**config.mk**
```make
export PLATFORM = sky130hd
export DESIGN_NAME = spm_power_ctrl
export DESIGN_NICKNAME = d
export VERILOG_FILES = /design/src/design/spm_pkg.sv /design/src/design/spm_power_ctrl.sv /design/src/design/spm_wake_detect.sv
export VERILOG_INCLUDE_DIRS = /design/src /design/src/design
export SDC_FILE = /design/constraint.sdc
export NUM_CORES = 1
export LEC_CHECK = 0
export BUFFER_PORTS_ARGS = -buffer_cell sky130_fd_sc_hd__buf_2
export CAP_MARGIN = 10
export CORE_MARGIN = 2
export CORE_UTILIZATION = 33
export CTS_CLUSTER_SIZE = 20
export DETAILED_ROUTE_END_ITERATION = 6
export PLACE_DENSITY = 0.57
export SETUP_SLACK_MARGIN = 0.02
export SYNTH_ARGS = -nofsm -noshare
export SYNTH_HDL_FRONTEND = slang
export SYNTH_SLANG_ARGS = --single-unit
```
**constraint.sdc**
```tcl
create_clock -name sys_clk -period 2.7 [get_ports sys_clk]
set_input_delay 0.54 -clock sys_clk [delete_from_list [all_inputs] [get_ports sys_clk]]
set_output_delay 0.54 -clock sys_clk [all_outputs]
set_load 0.01 [all_outputs]
```
**src/design/spm_defines.svh**
```systemverilog
// Timing counts and fixed encodings for the suspend power-mode controller
`ifndef SPM_DEFINES_SVH
`define SPM_DEFINES_SVH
`define SPM_CLK_PERIOD_NS 25
`define SPM_PLL_LOCK_TIMEOUT_NS 100000
`define SPM_PLL_LOCK_TIMEOUT_CYC ((`SPM_PLL_LOCK_TIMEOUT_NS + `SPM_CLK_PERIOD_NS - 1) / `SPM_CLK_PERIOD_NS)
`define SPM_MODE_NORMAL 3'h0
`define SPM_MODE_SUSP_PHY_ON 3'h1
`define SPM_MODE_SUSP_PHY_OFF 3'h2
`define SPM_MODE_STANDBY 3'h3
`define SPM_MODE_CORE_PD 3'h4
`define SPM_WAKE_W 8
`define SPM_WAKE_DP 0
`define SPM_WAKE_DM 1
`define SPM_WAKE_ID 2
`define SPM_WAKE_SUPERSPEED_RECEIVE_PAIR 3
`define SPM_WAKE_VBUS 4
`define SPM_WAKE_CTS 5
`define SPM_WAKE_CTL0 6
`define SPM_WAKE_RST 7
`endif

```
**src/design/spm_pkg.sv**
```systemverilog
// Types shared by the suspend power-mode controller files
package spm_pkg;
    typedef enum logic [1:0] {
        SPM_REQ_NONE,
        SPM_REQ_PHY_ON,
        SPM_REQ_PHY_OFF
    } spm_req_t;

    typedef struct packed {
        logic usb_dp;
        logic usb_dm;
        logic cable_identity_pin;
        logic superspeed_receive_pair;
        logic vbus;
        logic uart_cts;
        logic parallel_port_control_line_zero;
    } spm_wake_in_t;

    typedef struct packed {
        logic cpu_clk_en;
        logic sys_clk_en;
        logic pll_en;
        logic ss_phy_en;
        logic ss_phy_u3;
        logic usb_suspend;
        logic io_hold;
        logic ram_retain;
        logic cpu_run;
        logic cpu_pc_reset;
    } spm_ctrl_t;
endpackage

```
**src/design/spm_power_ctrl.sv**
```systemverilog
// Suspend power-mode controller: mode entry, retention, clock/PLL gating, wake
`timescale 1ns/1ps
`include "spm_defines.svh"

// Functional notes
// - Normal mode keeps processor clock and all PLLs enabled.
// - Four low-power states exist: PHY-on, PHY-off suspend, standby, core down; only the two suspend states are implemented.
// - PHY-on suspend keeps superspeed PHY in U3, all other clocks stopped.
// - In both suspend states every I/O holds its pre-entry level.
// - Registers, buffer memory and RAM keep contents during suspend.
// - Wake by anything except reset pin does not reset program counter.
// - PHY-off suspend disables PHY, suspends USB, stops clocks and PLLs.
// - USB interface logic keeps its state in PHY-off suspend.
// - External processor may request PHY-on suspend via mailbox; honoured.
// - Wake on D+/D- change, identity pin change, receive resume, VBUS.
// - Wake when clear-to-send reaches the programmed polarity level.
// - Wake on parallel control line zero or hardware reset pin.
module spm_power_ctrl #(
    parameter int PLL_LOCK_TIMEOUT_CYC = `SPM_PLL_LOCK_TIMEOUT_CYC
) (
    input wire logic sys_clk,
    input wire logic rst_n,
    input wire logic fw_req_valid,
    input wire spm_pkg::spm_req_t fw_req,
    input wire logic mbox_req_valid,
    input wire logic cts_wake_level,
    input wire logic hw_reset_req,
    input wire spm_pkg::spm_wake_in_t wake_in,
    input wire logic pll_locked,
    output spm_pkg::spm_ctrl_t ctrl,
    output logic [2:0] power_mode,
    output logic [7:0] wake_cause,
    output logic wake_done,
    output logic pll_lock_fail
);
    typedef enum logic [2:0] {
        ST_NORMAL,
        ST_PHY_ON,
        ST_PHY_OFF,
        ST_PLL_WAIT,
        ST_RESUME
    } spm_state_t;

    spm_state_t state_q, state_d;
    logic [31:0] lock_cnt_q;
    logic [7:0] wake_src;
    logic armed;
    logic any_wake;
    logic woke_by_reset;
    logic fw_phy_on, fw_phy_off;
    logic lock_timeout;
    logic pc_reset_q;

    // ==========================================================
    // Request and wake decode
    // ==========================================================
    assign fw_phy_on = fw_req_valid && fw_req == spm_pkg::SPM_REQ_PHY_ON;
    assign fw_phy_off = fw_req_valid && fw_req == spm_pkg::SPM_REQ_PHY_OFF;
    // Wake detector listens only while suspended
    assign armed = state_q == ST_PHY_ON || state_q == ST_PHY_OFF;
    assign any_wake = |wake_src;
    assign woke_by_reset = wake_src[`SPM_WAKE_RST];
    assign lock_timeout = lock_cnt_q >= PLL_LOCK_TIMEOUT_CYC - 1;

    spm_wake_detect u_wake (
        .sys_clk(sys_clk),
        .rst_n(rst_n),
        .arm(armed),
        .wake_in(wake_in),
        .cts_wake_level(cts_wake_level),
        .hw_reset_req(hw_reset_req),
        .wake_src(wake_src)
    );

    // ==========================================================
    // Mode sequencer
    // ==========================================================
    always_comb begin
        state_d = state_q;
        case (state_q)
            ST_NORMAL: begin
                // Mailbox wins: it can only ask for PHY-on suspend
                if (mbox_req_valid || fw_phy_on) begin
                    state_d = ST_PHY_ON;
                end else if (fw_phy_off) begin
                    state_d = ST_PHY_OFF;
                end
            end
            ST_PHY_ON: begin
                // No lock wait here; only PHY-off suspend waits for the PLL
                if (any_wake) begin
                    state_d = ST_RESUME;
                end
            end
            ST_PHY_OFF: begin
                if (any_wake) begin
                    state_d = ST_PLL_WAIT;
                end
            end
            ST_PLL_WAIT: begin
                // Timeout resumes anyway and flags the failure
                if (pll_locked || lock_timeout) begin
                    state_d = ST_RESUME;
                end
            end
            ST_RESUME: begin
                state_d = ST_NORMAL;
            end
            default: begin
                state_d = ST_NORMAL;
            end
        endcase
    end

    always_ff @(posedge sys_clk or negedge rst_n) begin
        if (!rst_n) begin
            state_q <= ST_NORMAL;
        end else begin
            state_q <= state_d;
        end
    end

    // Cleared outside the wait so every wake gets a fresh timeout
    always_ff @(posedge sys_clk or negedge rst_n) begin
        if (!rst_n) begin
            lock_cnt_q <= 32'h0000_0000;
        end else if (state_q == ST_PLL_WAIT) begin
            lock_cnt_q <= lock_cnt_q + 32'h0000_0001;
        end else begin
            lock_cnt_q <= 32'h0000_0000;
        end
    end

    // Reset-pin wake is remembered until the resume cycle
    always_ff @(posedge sys_clk or negedge rst_n) begin
        if (!rst_n) begin
            pc_reset_q <= 1'b0;
        end else if (armed && any_wake) begin
            pc_reset_q <= woke_by_reset;
        end else if (state_q == ST_NORMAL) begin
            pc_reset_q <= 1'b0;
        end
    end

    // ==========================================================
    // Power control outputs, all registered
    // ==========================================================
    always_ff @(posedge sys_clk or negedge rst_n) begin
        if (!rst_n) begin
            ctrl <= '{cpu_clk_en: 1'b1, sys_clk_en: 1'b1, pll_en: 1'b1, ss_phy_en: 1'b1,
                      ss_phy_u3: 1'b0, usb_suspend: 1'b0, io_hold: 1'b0,
                      ram_retain: 1'b0, cpu_run: 1'b1, cpu_pc_reset: 1'b0};
            power_mode <= `SPM_MODE_NORMAL;
        end else begin
            case (state_d)
                ST_PHY_ON: begin
                    // PHY stays up in U3 on its own clock; I/O and memories frozen
                    ctrl <= '{cpu_clk_en: 1'b0, sys_clk_en: 1'b0, pll_en: 1'b0,
                              ss_phy_en: 1'b1, ss_phy_u3: 1'b1, usb_suspend: 1'b1,
                              io_hold: 1'b1, ram_retain: 1'b1, cpu_run: 1'b0,
                              cpu_pc_reset: 1'b0};
                    power_mode <= `SPM_MODE_SUSP_PHY_ON;
                end
                ST_PHY_OFF: begin
                    ctrl <= '{cpu_clk_en: 1'b0, sys_clk_en: 1'b0, pll_en: 1'b0,
                              ss_phy_en: 1'b0, ss_phy_u3: 1'b0, usb_suspend: 1'b1,
                              io_hold: 1'b1, ram_retain: 1'b1, cpu_run: 1'b0,
                              cpu_pc_reset: 1'b0};
                    power_mode <= `SPM_MODE_SUSP_PHY_OFF;
                end
                ST_PLL_WAIT: begin
                    // PLL back on, clocks still gated until lock or timeout
                    ctrl <= '{cpu_clk_en: 1'b0, sys_clk_en: 1'b0, pll_en: 1'b1,
                              ss_phy_en: 1'b0, ss_phy_u3: 1'b0, usb_suspend: 1'b1,
                              io_hold: 1'b1, ram_retain: 1'b1, cpu_run: 1'b0,
                              cpu_pc_reset: 1'b0};
                    power_mode <= `SPM_MODE_SUSP_PHY_OFF;
                end
                ST_RESUME: begin
                    // Clocks back first; CPU and I/O are released one cycle later
                    ctrl <= '{cpu_clk_en: 1'b1, sys_clk_en: 1'b1, pll_en: 1'b1,
                              ss_phy_en: 1'b1, ss_phy_u3: 1'b0, usb_suspend: 1'b0,
                              io_hold: 1'b1, ram_retain: 1'b1, cpu_run: 1'b0,
                              cpu_pc_reset: pc_reset_q || woke_by_reset};
                    power_mode <= `SPM_MODE_NORMAL;
                end
                default: begin
                    ctrl <= '{cpu_clk_en: 1'b1, sys_clk_en: 1'b1, pll_en: 1'b1,
                              ss_phy_en: 1'b1, ss_phy_u3: 1'b0, usb_suspend: 1'b0,
                              io_hold: 1'b0, ram_retain: 1'b0, cpu_run: 1'b1,
                              cpu_pc_reset: 1'b0};
                    power_mode <= `SPM_MODE_NORMAL;
                end
            endcase
        end
    end

    // ==========================================================
    // Wake reporting
    // ==========================================================
    always_ff @(posedge sys_clk or negedge rst_n) begin
        if (!rst_n) begin
            wake_cause <= 8'h00;
            wake_done <= 1'b0;
            pll_lock_fail <= 1'b0;
        end else begin
            // Sources of the last wake stay visible until the next wake
            if (armed && any_wake) begin
                wake_cause <= wake_src;
            end
            wake_done <= state_q == ST_RESUME;
            // A timeout in the same cycle as a request keeps the flag set
            if (state_q == ST_PLL_WAIT && !pll_locked && lock_timeout) begin
                pll_lock_fail <= 1'b1;
            end else if (fw_req_valid || mbox_req_valid) begin
                pll_lock_fail <= 1'b0;
            end
        end
    end
endmodule

```
**src/design/spm_wake_detect.sv**
```systemverilog
// Wake-event detector: edge and level sources gathered into one vector
`timescale 1ns/1ps
module spm_wake_detect (
    input wire logic sys_clk,
    input wire logic rst_n,
    input wire logic arm,
    input wire spm_pkg::spm_wake_in_t wake_in,
    input wire logic cts_wake_level,
    input wire logic hw_reset_req,
    output logic [7:0] wake_src
);
    spm_pkg::spm_wake_in_t ref_q;
    logic [7:0] hit;

    // Baseline captured while not armed; D+, D- and identity pin changes against it are wake events
    assign hit[0] = wake_in.usb_dp != ref_q.usb_dp;
    assign hit[1] = wake_in.usb_dm != ref_q.usb_dm;
    assign hit[2] = wake_in.cable_identity_pin != ref_q.cable_identity_pin;
    assign hit[3] = wake_in.superspeed_receive_pair;
    assign hit[4] = wake_in.vbus;
    assign hit[5] = wake_in.uart_cts == cts_wake_level;
    assign hit[6] = wake_in.parallel_port_control_line_zero;
    assign hit[7] = hw_reset_req;

    always_ff @(posedge sys_clk or negedge rst_n) begin
        if (!rst_n) begin
            ref_q <= '0;
        end else if (!arm) begin
            ref_q <= wake_in;
        end
    end

    always_ff @(posedge sys_clk or negedge rst_n) begin
        if (!rst_n) begin
            wake_src <= 8'h00;
        end else begin
            wake_src <= arm ? hit : 8'h00;
        end
    end
endmodule

```
# ---- Word-level counts from Yosys, hierarchy flattened
# Cells that the tools add are included.
dict set report word_totals {
  reg_bits 70
  output_inout_bits 23
}
dict set report classes {
  muxes 14
  reduce_logical 16
  magnitude_cmp 1
  add_sub_neg 1
  eq_ne 14
}
# cell count
set op_table {}
lappend op_table {{10-bit case mux with 4 select lines} 1}
lappend op_table {{32-bit by 1-bit adder with 32-bit output, second input constant} 1}
lappend op_table {{32-bit by 12-bit >= comparator with 1-bit output, second input constant} 1}
lappend op_table {{32-bit 2-to-1 mux} 1}
lappend op_table {{3-bit 2-to-1 mux} 5}
lappend op_table {{3-bit by 2-bit == test with 1-bit output, second input constant} 4}
lappend op_table {{3-bit case mux with 4 select lines} 1}
lappend op_table {{8-bit 2-to-1 mux} 1}
lappend op_table {{8-bit OR reduction} 1}
lappend op_table {{3-bit by 1-bit == test with 1-bit output, second input constant} 2}
lappend op_table {{3-bit == test, second input constant} 2}
lappend op_table {{1-bit logical AND} 5}
lappend op_table {{1-bit logical OR} 5}
lappend op_table {{1-bit 2-to-1 mux} 4}
lappend op_table {{2-bit case mux with 2 select lines} 1}
lappend op_table {{2-bit nonzero test} 2}
lappend op_table {{3-bit logical NOT} 1}
lappend op_table {{1-bit inequality test} 3}
lappend op_table {{2-bit by 1-bit == test with 1-bit output, second input constant} 1}
lappend op_table {{2-bit == test, second input constant} 1}
lappend op_table {{2-bit OR reduction} 1}
lappend op_table {{1-bit == test} 1}
lappend op_table {{1-bit logical NOT} 1}

# ---- Longest topological paths before layout
# Gate-level depths: netlist (run 1).
dict set report logic_depth {
  word_depth 8
  ltp_mapped 7
  ltp_nobuf 6
}

# ---- Cells and area by module
# From an unflattened synthesis (run 1), not the netlist that was laid out.
dict set report hier_totals {
  cells_unflattened 307
  hier_area_um2 3239.4
}
# module cells_per_inst area_per_inst_um2 n_inst
set by_module_without_submodules {}
lappend by_module_without_submodules {spm_power_ctrl 280 2819.0 1}
lappend by_module_without_submodules {spm_wake_detect 27 420.4 1}

# ---- Worst setup path after synthesis (run 1)
# Ideal clock, no wire load.
dict set report synth_path {
  path_kind {flip-flop to flip-flop}
  start {register lock_cnt_q[0]}
  end {register ctrl[3] (netlist name)}
  path_buffers 1
  path_stages_with_launch 8
  arrival_time_ns 1.977
  path_slack_ns 0.659
  setup_ns 0.064
  required_time_ns 2.636
  cell_sequence {dfrtp_1 -> ha_1 -> and4_1 -> clkbuf_1 -> o311a_1 -> or3_1 -> o211ai_1 -> or2_2}
}
dict set report synth_via {
  elab_chain_cells 6
}
# element line
set synth_rtl {}
lappend synth_rtl {{start, declared} spm_power_ctrl.sv:45} ;# logic [31:0] lock_cnt_q;
lappend synth_rtl {{start signal, assigned} spm_power_ctrl.sv:128} ;# lock_cnt_q <= lock_cnt_q + 32'h0000_0001;
lappend synth_rtl {{32-bit by 12-bit >= comparator with 1-bit output *} spm_power_ctrl.sv:63} ;# assign lock_timeout = lock_cnt_q >= PLL_LOCK_TIMEOUT_CYC - 1;
lappend synth_rtl {{1-bit logical OR *} spm_power_ctrl.sv:102} ;# if (pll_locked || lock_timeout) begin
lappend synth_rtl {{3-bit 2-to-1 mux *} spm_power_ctrl.sv:102}
lappend synth_rtl {{3-bit case mux with 4 select lines *} spm_power_ctrl.sv:80} ;# case (state_q)
lappend synth_rtl {{3-bit == test, or another cell as far along} spm_power_ctrl.sv:155} ;# case (state_d)
lappend synth_rtl {{10-bit case mux with 4 select lines *} spm_power_ctrl.sv:155}
lappend synth_rtl {{end signal, assigned} spm_power_ctrl.sv:150} ;# ctrl <= '{cpu_clk_en: 1'b1, sys_clk_en: 1'b1, pll_en: 1'b1, ss_phy_en: 1'b1,
lappend synth_rtl {{end signal, assigned} spm_power_ctrl.sv:158} ;# ctrl <= '{cpu_clk_en: 1'b0, sys_clk_en: 1'b0, pll_en: 1'b0,
lappend synth_rtl {{end signal, assigned} spm_power_ctrl.sv:165} ;# ctrl <= '{cpu_clk_en: 1'b0, sys_clk_en: 1'b0, pll_en: 1'b0,
lappend synth_rtl {{end, declared} spm_power_ctrl.sv:30} ;# output spm_pkg::spm_ctrl_t ctrl,
# Every way passes the cells marked *; elsewhere a longest branch is shown, timed or not.
# A chain may end at the register's enable or synchronous reset.

# ---- Worst setup path in the final report (run 1)
# Same ends and word-level chain as after synthesis.

==> results of run 1 <==
-- through the flow --
| step | hold slack [ns] | cell area, µm² | utilization (%) | worst slack, ns |
|---|---|---|---|---|
| global placement | 0.452 | 3300 | 37.5 | 0.586 |
| detailed placement | 0.452 | 3300 | 37.5 | 0.528 |
| floorplan | 0.244 | 3030 | - | 0.659 |
| global route | 0.225 | 3480 | 39.5 | 0.359 |
| CTS | 0.215 | 3480 | 39.5 | 0.512 |
| finish | 0.205 | 3480 | 39.5 | 0.532 |
-- sequential cells by signal, summed over array words and instances, names as in the netlist --
register,cells
state_q,3
wake_done,1
wake_cause,8
ctrl,8
u_wake.wake_src,8
pc_reset_q,1
lock_cnt_q,32
pll_lock_fail,1
u_wake.ref_q,3
power_mode,2
-- cells by family (layout without fill, tap and decap cells) --
group,Yosys count,count (layout),share of synthesized area (%)
compound gates,30,30,6.40
xor+xnor,29,29,8.38
fa+ha+maj,1,1,0.413
buf+inv,29,69,4.34
flops,67,67,55.5
other cells,1,1,0.124
simple gates,152,152,24.8
-- worst max-delay path by stage --
stage / to / slack [ns] / cells past startpoint
after CTS: ctrl[3] / 0.51 / 6
final: ctrl[3] / 0.53 / 6
after global routing: ctrl[3] / 0.36 / 5
after floorplan: ctrl[3] / 0.66 / 7
after detailed placement: ctrl[3] / 0.53 / 6
after global placement: ctrl[3] / 0.59 / 6
-- layout by cell type (no fill, tap or decap), types with 2 or more instances in the layout --
| cell | synthesis | layout |
|---|---|---|
| buf_2 | 0 | 37 |
| a22o_1 | 2 | 2 |
| a2111o_1 | 2 | 2 |
| nor2_1 | 38 | 38 |
| o22a_1 | 2 | 2 |
| nand3_1 | 9 | 9 |
| clkinvlp_4 | 0 | 4 |
| clkbuf_8 | 0 | 10 |
| inv_1 | 13 | 13 |
| xor2_1 | 10 | 10 |
| nor2b_1 | 3 | 3 |
| buf_4 | 4 | 2 |
| xnor2_1 | 19 | 19 |
| and4_1 | 4 | 4 |
| o21ai_0 | 11 | 11 |
| nand4_1 | 7 | 7 |
| nor4_1 | 12 | 12 |
| and2_1 | 7 | 7 |
| dfrtp_1 | 63 | 63 |
| a21oi_1 | 8 | 8 |
| or3_1 | 9 | 9 |
| nand2_1 | 44 | 44 |
| dfstp_2 | 4 | 4 |
| and3_1 | 2 | 2 |
| nor3_1 | 8 | 8 |
-- critical path, delay by kind of cell (launching register included) --
kind | cells | cell delay, ns
adder cells (fa/ha/maj) | 1 | 0.24
flip-flops | 1 | 0.41
AO/OA/AOI/OAI | 2 | 0.68
AND/OR/NAND/NOR | 3 | 0.79
-- layout make-up --
| cell class | count | area share, % |
|---|---|---|
| Timing Repair Buffer | 40 | 6.32 |
| Clock inverter | 5 | 1.11 |
| Clock buffer | 11 | 4.06 |
| Tap cell | 108 | 3.88 |
| Inverter | 13 | 1.40 |
| Sequential cell | 67 | 48.3 |
| Multi-Input combinational cell | 213 | 34.9 |
-- routing by layer --
layer	up-vias	track usage, %
li1	1110	-
met1	1079	17.9
met2	34	18.9
met3	9	2.09
met4	0	7.59
met5	-	0
-- power by group through the flow --
stage,clock [µW],sequential [µW],combinational [µW]
final,750,1370,830
after global routing,823,1400,941
after CTS,773,1370,845
after detailed placement,0,1390,844
after global placement,0,1380,832
after floorplan,0,1390,551
==> metrics.cfg, run 1 <==
[placed_design]
dpl.hpwl_um = 3840
dpl.cell_count = 441
port_buffers = 37
routabilityCongestion = 0.796

[synth]
ys_ff_latch = 67
async_flop_share_pct = 100
syn_nets = 326
netlist_top_cells_area = dfrtp_1 52%, xnor2_1 5.5%, nand2_1 5.5%, nor2_1 4.7%, dfstp_2 3.5%
synthTopCellsByCount = 63 x dfrtp_1, 44 x nand2_1, 38 x nor2_1
yosysTopAreaCell = dfrtp_1
synth.top_cell.area_share_pct = 52.0
syn_area_mm2 = 0.00303
yosys.cell_types.count = 40
synth_flop_cell = dfrtp_1
synth_edf_count = 0
ys_seq_area_share_pct = 55.5
ys_warn_count = 0
synth.most_common_cell = dfrtp_1
avgSynthCellArea_um2 = 9.80
syn_inst = 309

[power]
leakage_uw = 0.00154
power_frac_seq_pct = 46.4
p_comb_share_pct = 28.2
power.internal_uw = 1920
pwr-share-clk_pct = 25.5
power.total_uw = 2950
swShare_pct = 34.8
p_switching_uw = 1030
power.density_mw_per_mm2 = 846
vdd_drop_max_mv = 0.297

[floorplanning]
start_util_pct = 34.4
die_area_mm2 = 0.00996
die_x_um = 99.8
num_rows = 34
core_mm2 = 0.00881
io_pins = 39
die_h_um = 99.8

[critical_path]
rrSetupSlack_ns = 0.53
r2r.worst_path.cells = 6
crit_type = register to register
crit_fanout = 5
rr_endpoint = ctrl[3]
cp-start-kind = register
cp_slowest_cell = dfrtp_1
endpoint_kind = register
crit_path_max_incr_delay_ns = 0.41
startpoint = lock_cnt_q[0]
path_cells = ha_1 -> and4_1 -> o311a_1 -> or3_1 -> o211ai_1 -> or2_2
worstPathRequired_ns = 2.99
arrival_ns = 2.46
r2r_start = lock_cnt_q[0]

[routing]
wl_met3_um = 139
drt_iter0_markers = 89
drc_errors = 0
wl_per_cell_um = 12.7
ant_nets = 0
top_layer = met4
wl_um = 5790
vias = 2232
drt-met1-wl_um = 2980
firstDrtPassIters = 5
routed-wl-met2_um = 2520
viasPerCell = 4.88

[clock_network]
cts_setup_buffers = 0
htree_num_levels = 3
clk_latency_ns = 0.34
cts.hold.buffers_added = 0
cts.clk_slew.worst_paths_ns = 0.08
cts.sinks = 67
root_buffer = clkbuf_8
clock_path_buffers = 2
post_cts_resized = 0
cts_tree = built
numCtsBuffers = 9

[global_route]
grt_max_degree = 68
grt_pass1_wl_um = 10200
grt_pass1_vias = 2176
overflow = 0
antenna_found_initial = 0
grt_use_total_pct = 12.9

[sta]
tightest_slew_ns = 0.578
hold_viol = 0
post-route-min-period_ns = 2.17
finalCritPeriodShare_pct = 80.3
max_freq_mhz = 461
setup-violations-final = 0
relSlewSlack_pct = 61.1
fin_tns_setup_ns = 0
rsz0062_at_grt = no
clock_skew_ns = 0.00956
finalMaxSlewViolations = 0

[layout]
drive_above_1_share_pct = 17.8
seq_area_mm2 = 0.00168
num-nets-final = 361
multi_input_area_mm2 = 0.00122
fin_cells = 457
area_growth_pct = 15.0
n_antenna_cell = 0
fillers = 856

[hold_path]
hp-class = primary input to async pin

[flow_run]
drv_cap = 0

[status]
status = finished clean

Power figures use the tool's default switching activity.
==> inputs of run 2 (changes only) <==
- clock period: 2.7 -> 2.2 ns (I/O delays scaled with it)
==> metrics.cfg, run 2 (synthesis results as in run 1) <==
[global_route]
grtUsageMet3_pct = 2.58  ; was 2.09%
grt_use_met1_pct = 17.3  ; was 17.9%
grt_use_total_pct = 12.9  ; about the same
grt_pass1_wl_um = 10200  ; about the same
grt_max_degree = 68  ; unchanged
overflow = 0  ; unchanged
grt_pass1_vias = 2235  ; was 2176
top_usage_layer = met2  ; unchanged
grt_util_met2_pct = 19.5  ; was 18.9%
antenna_found_initial = 0  ; unchanged

[routing]
drt_iter0_markers = 81  ; was 89
vias = 2263  ; was 2232
wl_per_cell_um = 12.6  ; was 12.7 µm
ant_nets = 0  ; unchanged
wl_um = 5880  ; was 5790 µm
firstDrtPassIters = 4  ; was 5
drc_errors = 0  ; unchanged
viasPerCell = 4.86  ; was 4.88

[status]
status = finished clean  ; unchanged

[sta]
finalMaxSlewViolations = 0  ; unchanged
relSlewSlack_pct = 64.1  ; was 61.1%
finalCritPeriodShare_pct = 95.2  ; was 80.3%
max_freq_mhz = 477  ; was 461 MHz
clock_skew_ns = 0.00896  ; was 0.00956 ns
tightest_slew_ns = 0.538  ; was 0.578 ns
rsz0062_at_grt = no  ; unchanged
setup-violations-final = 0  ; unchanged
hold_viol = 0  ; unchanged
post-route-min-period_ns = 2.09  ; was 2.17 ns
timing.hold.ws_ns = 0.0835  ; was 0.205 ns
fin_tns_setup_ns = 0  ; unchanged

[critical_path]
crit_fanout = 7  ; was 5
arrival_ns = 2.36  ; was 2.46 ns
cp_slowest_cell = or4_4  ; was dfrtp_1
cpMostUsedCell = or3_1
path_cells = nand3_2 -> or3_1 -> or4_4 -> or3_1 -> a21oi_1  ; was ha_1 -> and4_1 -> o311a_1 -> or3_1 -> o211ai_1 -> or2_2
r2r.worst_path.cells = 5  ; was 6
rrSetupSlack_ns = 0.11  ; was 0.53 ns
rr_endpoint = lock_cnt_q[31]  ; was ctrl[3]
r2r_start = lock_cnt_q[15]  ; was lock_cnt_q[0]
cp_top_family = simple AND/OR/NAND/NOR gates  ; unchanged
cp-start-kind = register  ; unchanged
crit_type = register to register  ; unchanged
cp.buffers_inverters = 0  ; unchanged
crit_path_max_incr_delay_ns = 0.59  ; was 0.41 ns
worstPathRequired_ns = 2.47  ; was 2.99 ns
endpoint_kind = register  ; unchanged

[clock_network]
htree_num_levels = 3  ; unchanged
cts.sinks = 67  ; unchanged
clk_latency_ns = 0.35  ; was 0.34 ns
cts.hold.buffers_added = 0  ; unchanged
cts.clk_slew.worst_paths_ns = 0.08  ; about the same
cts_tree = built  ; unchanged
numCtsBuffers = 9  ; unchanged
root_buffer = clkbuf_8  ; unchanged
clock_path_buffers = 2  ; unchanged

[power]
vdd_drop_max_mv = 0.430  ; was 0.297 mV
leakage_uw = 0.00160  ; was 0.00154 µW
power.total_uw = 3780  ; was 2950 µW
power.density_mw_per_mm2 = 1060  ; was 846 mW/mm²

[floorplanning]
start_util_pct = 34.4  ; unchanged
num_rows = 34  ; unchanged
die_h_um = 99.8  ; unchanged
die_area_mm2 = 0.00996  ; unchanged
core_mm2 = 0.00881  ; unchanged
io_pins = 39  ; unchanged
die_x_um = 99.8  ; unchanged

[placed_design]
port_buffers = 37  ; unchanged
dpl.hpwl_um = 4010  ; was 3840 µm
postPlaceCellArea_mm2 = 0.00336  ; was 0.00330 mm²
routabilityCongestion = 0.701  ; was 0.796

[layout]
mostFrequentLayoutCell = dfrtp_1  ; unchanged
seq_area_mm2 = 0.00168  ; about the same
area_growth_pct = 17.9  ; was 15.0%
final_cell_mix = 61 x dfrtp_1, 44 x nand2_1, 38 x nor2_1  ; was 63 x dfrtp_1, 44 x nand2_1, 38 x nor2_1
num-nets-final = 370  ; was 361
largest_reg_flops = 32  ; unchanged
drive_above_1_share_pct = 20.4  ; was 17.8%
fillers = 868  ; was 856
multi_input_area_mm2 = 0.00122  ; unchanged
final_util_pct = 40.6  ; was 39.5%
n_antenna_cell = 0  ; unchanged
fin_area_mm2 = 0.00357  ; was 0.00348 mm²
largest_register = lock_cnt_q  ; unchanged

[flow_run]
drv_cap = 0  ; unchanged

[hold_path]
hp-class = primary input to async pin  ; unchanged

-- run 2: changes by cell type in the layout (fill, tap and decap cells not counted), sizes merged --
cell | before | now
inv | 13 | 15
clkinvlp | 4 | 1
bufinv | 0 | 1
clkinv | 1 | 2
clkbuf | 11 | 10
buf | 40 | 49
-- run 2: layout make-up --
type,instances,area share [%]
Inverter,13,1.37
Sequential cell,67,47.1
Timing Repair Buffer,49,8.06
Multi-Input combinational cell,213,34.0
Clock inverter,6,2.03
Clock buffer,10,3.57
Tap cell,108,3.78
-- run 2: how the worst max path moves through the flow --
stage	from	end	slack, ns	depth (start not counted)
global placement	lock_cnt_q[0]	ctrl[3]	0.13	6
finish	lock_cnt_q[15]	lock_cnt_q[31]	0.11	5
global route	lock_cnt_q[15]	lock_cnt_q[31]	0.02	5
detailed placement	lock_cnt_q[0]	ctrl[7]	0.08	6
CTS	lock_cnt_q[0]	ctrl[3]	0.07	6
floorplan	lock_cnt_q[0]	ctrl[3]	0.16	7
-- run 2: where the power goes --
group | total [µW] | switching [µW] | internal (µW)
Sequential | 1680 | 164 | 1510
Combinational | 1070 | 621 | 445
Clock | 1040 | 501 | 535
Total | 3780 | 1290 | 2490
-- run 2: timing repair --
action / 4_1_cts / 5_1_grt
endpoints found under the setup margin: 0 / 7
resized for setup: 0 / 2
buffers inserted: 0 / 1
-- run 2: routing by layer --
metal  part of all wire [%]  vias up
met1                     50     1092
met5                      0        -
met3                    2.9       12
li1                       -     1129
met4                    2.5        0
met2                     44       30
-- run 2: per-stage QoR --
step / setup WS (ns) / std cells
floorplan: 0.159 / 309
global placement: 0.125 / 449
detailed placement: 0.0817 / 449
CTS: 0.0741 / 465
global route: 0.0223 / 466
finish: 0.105 / 466
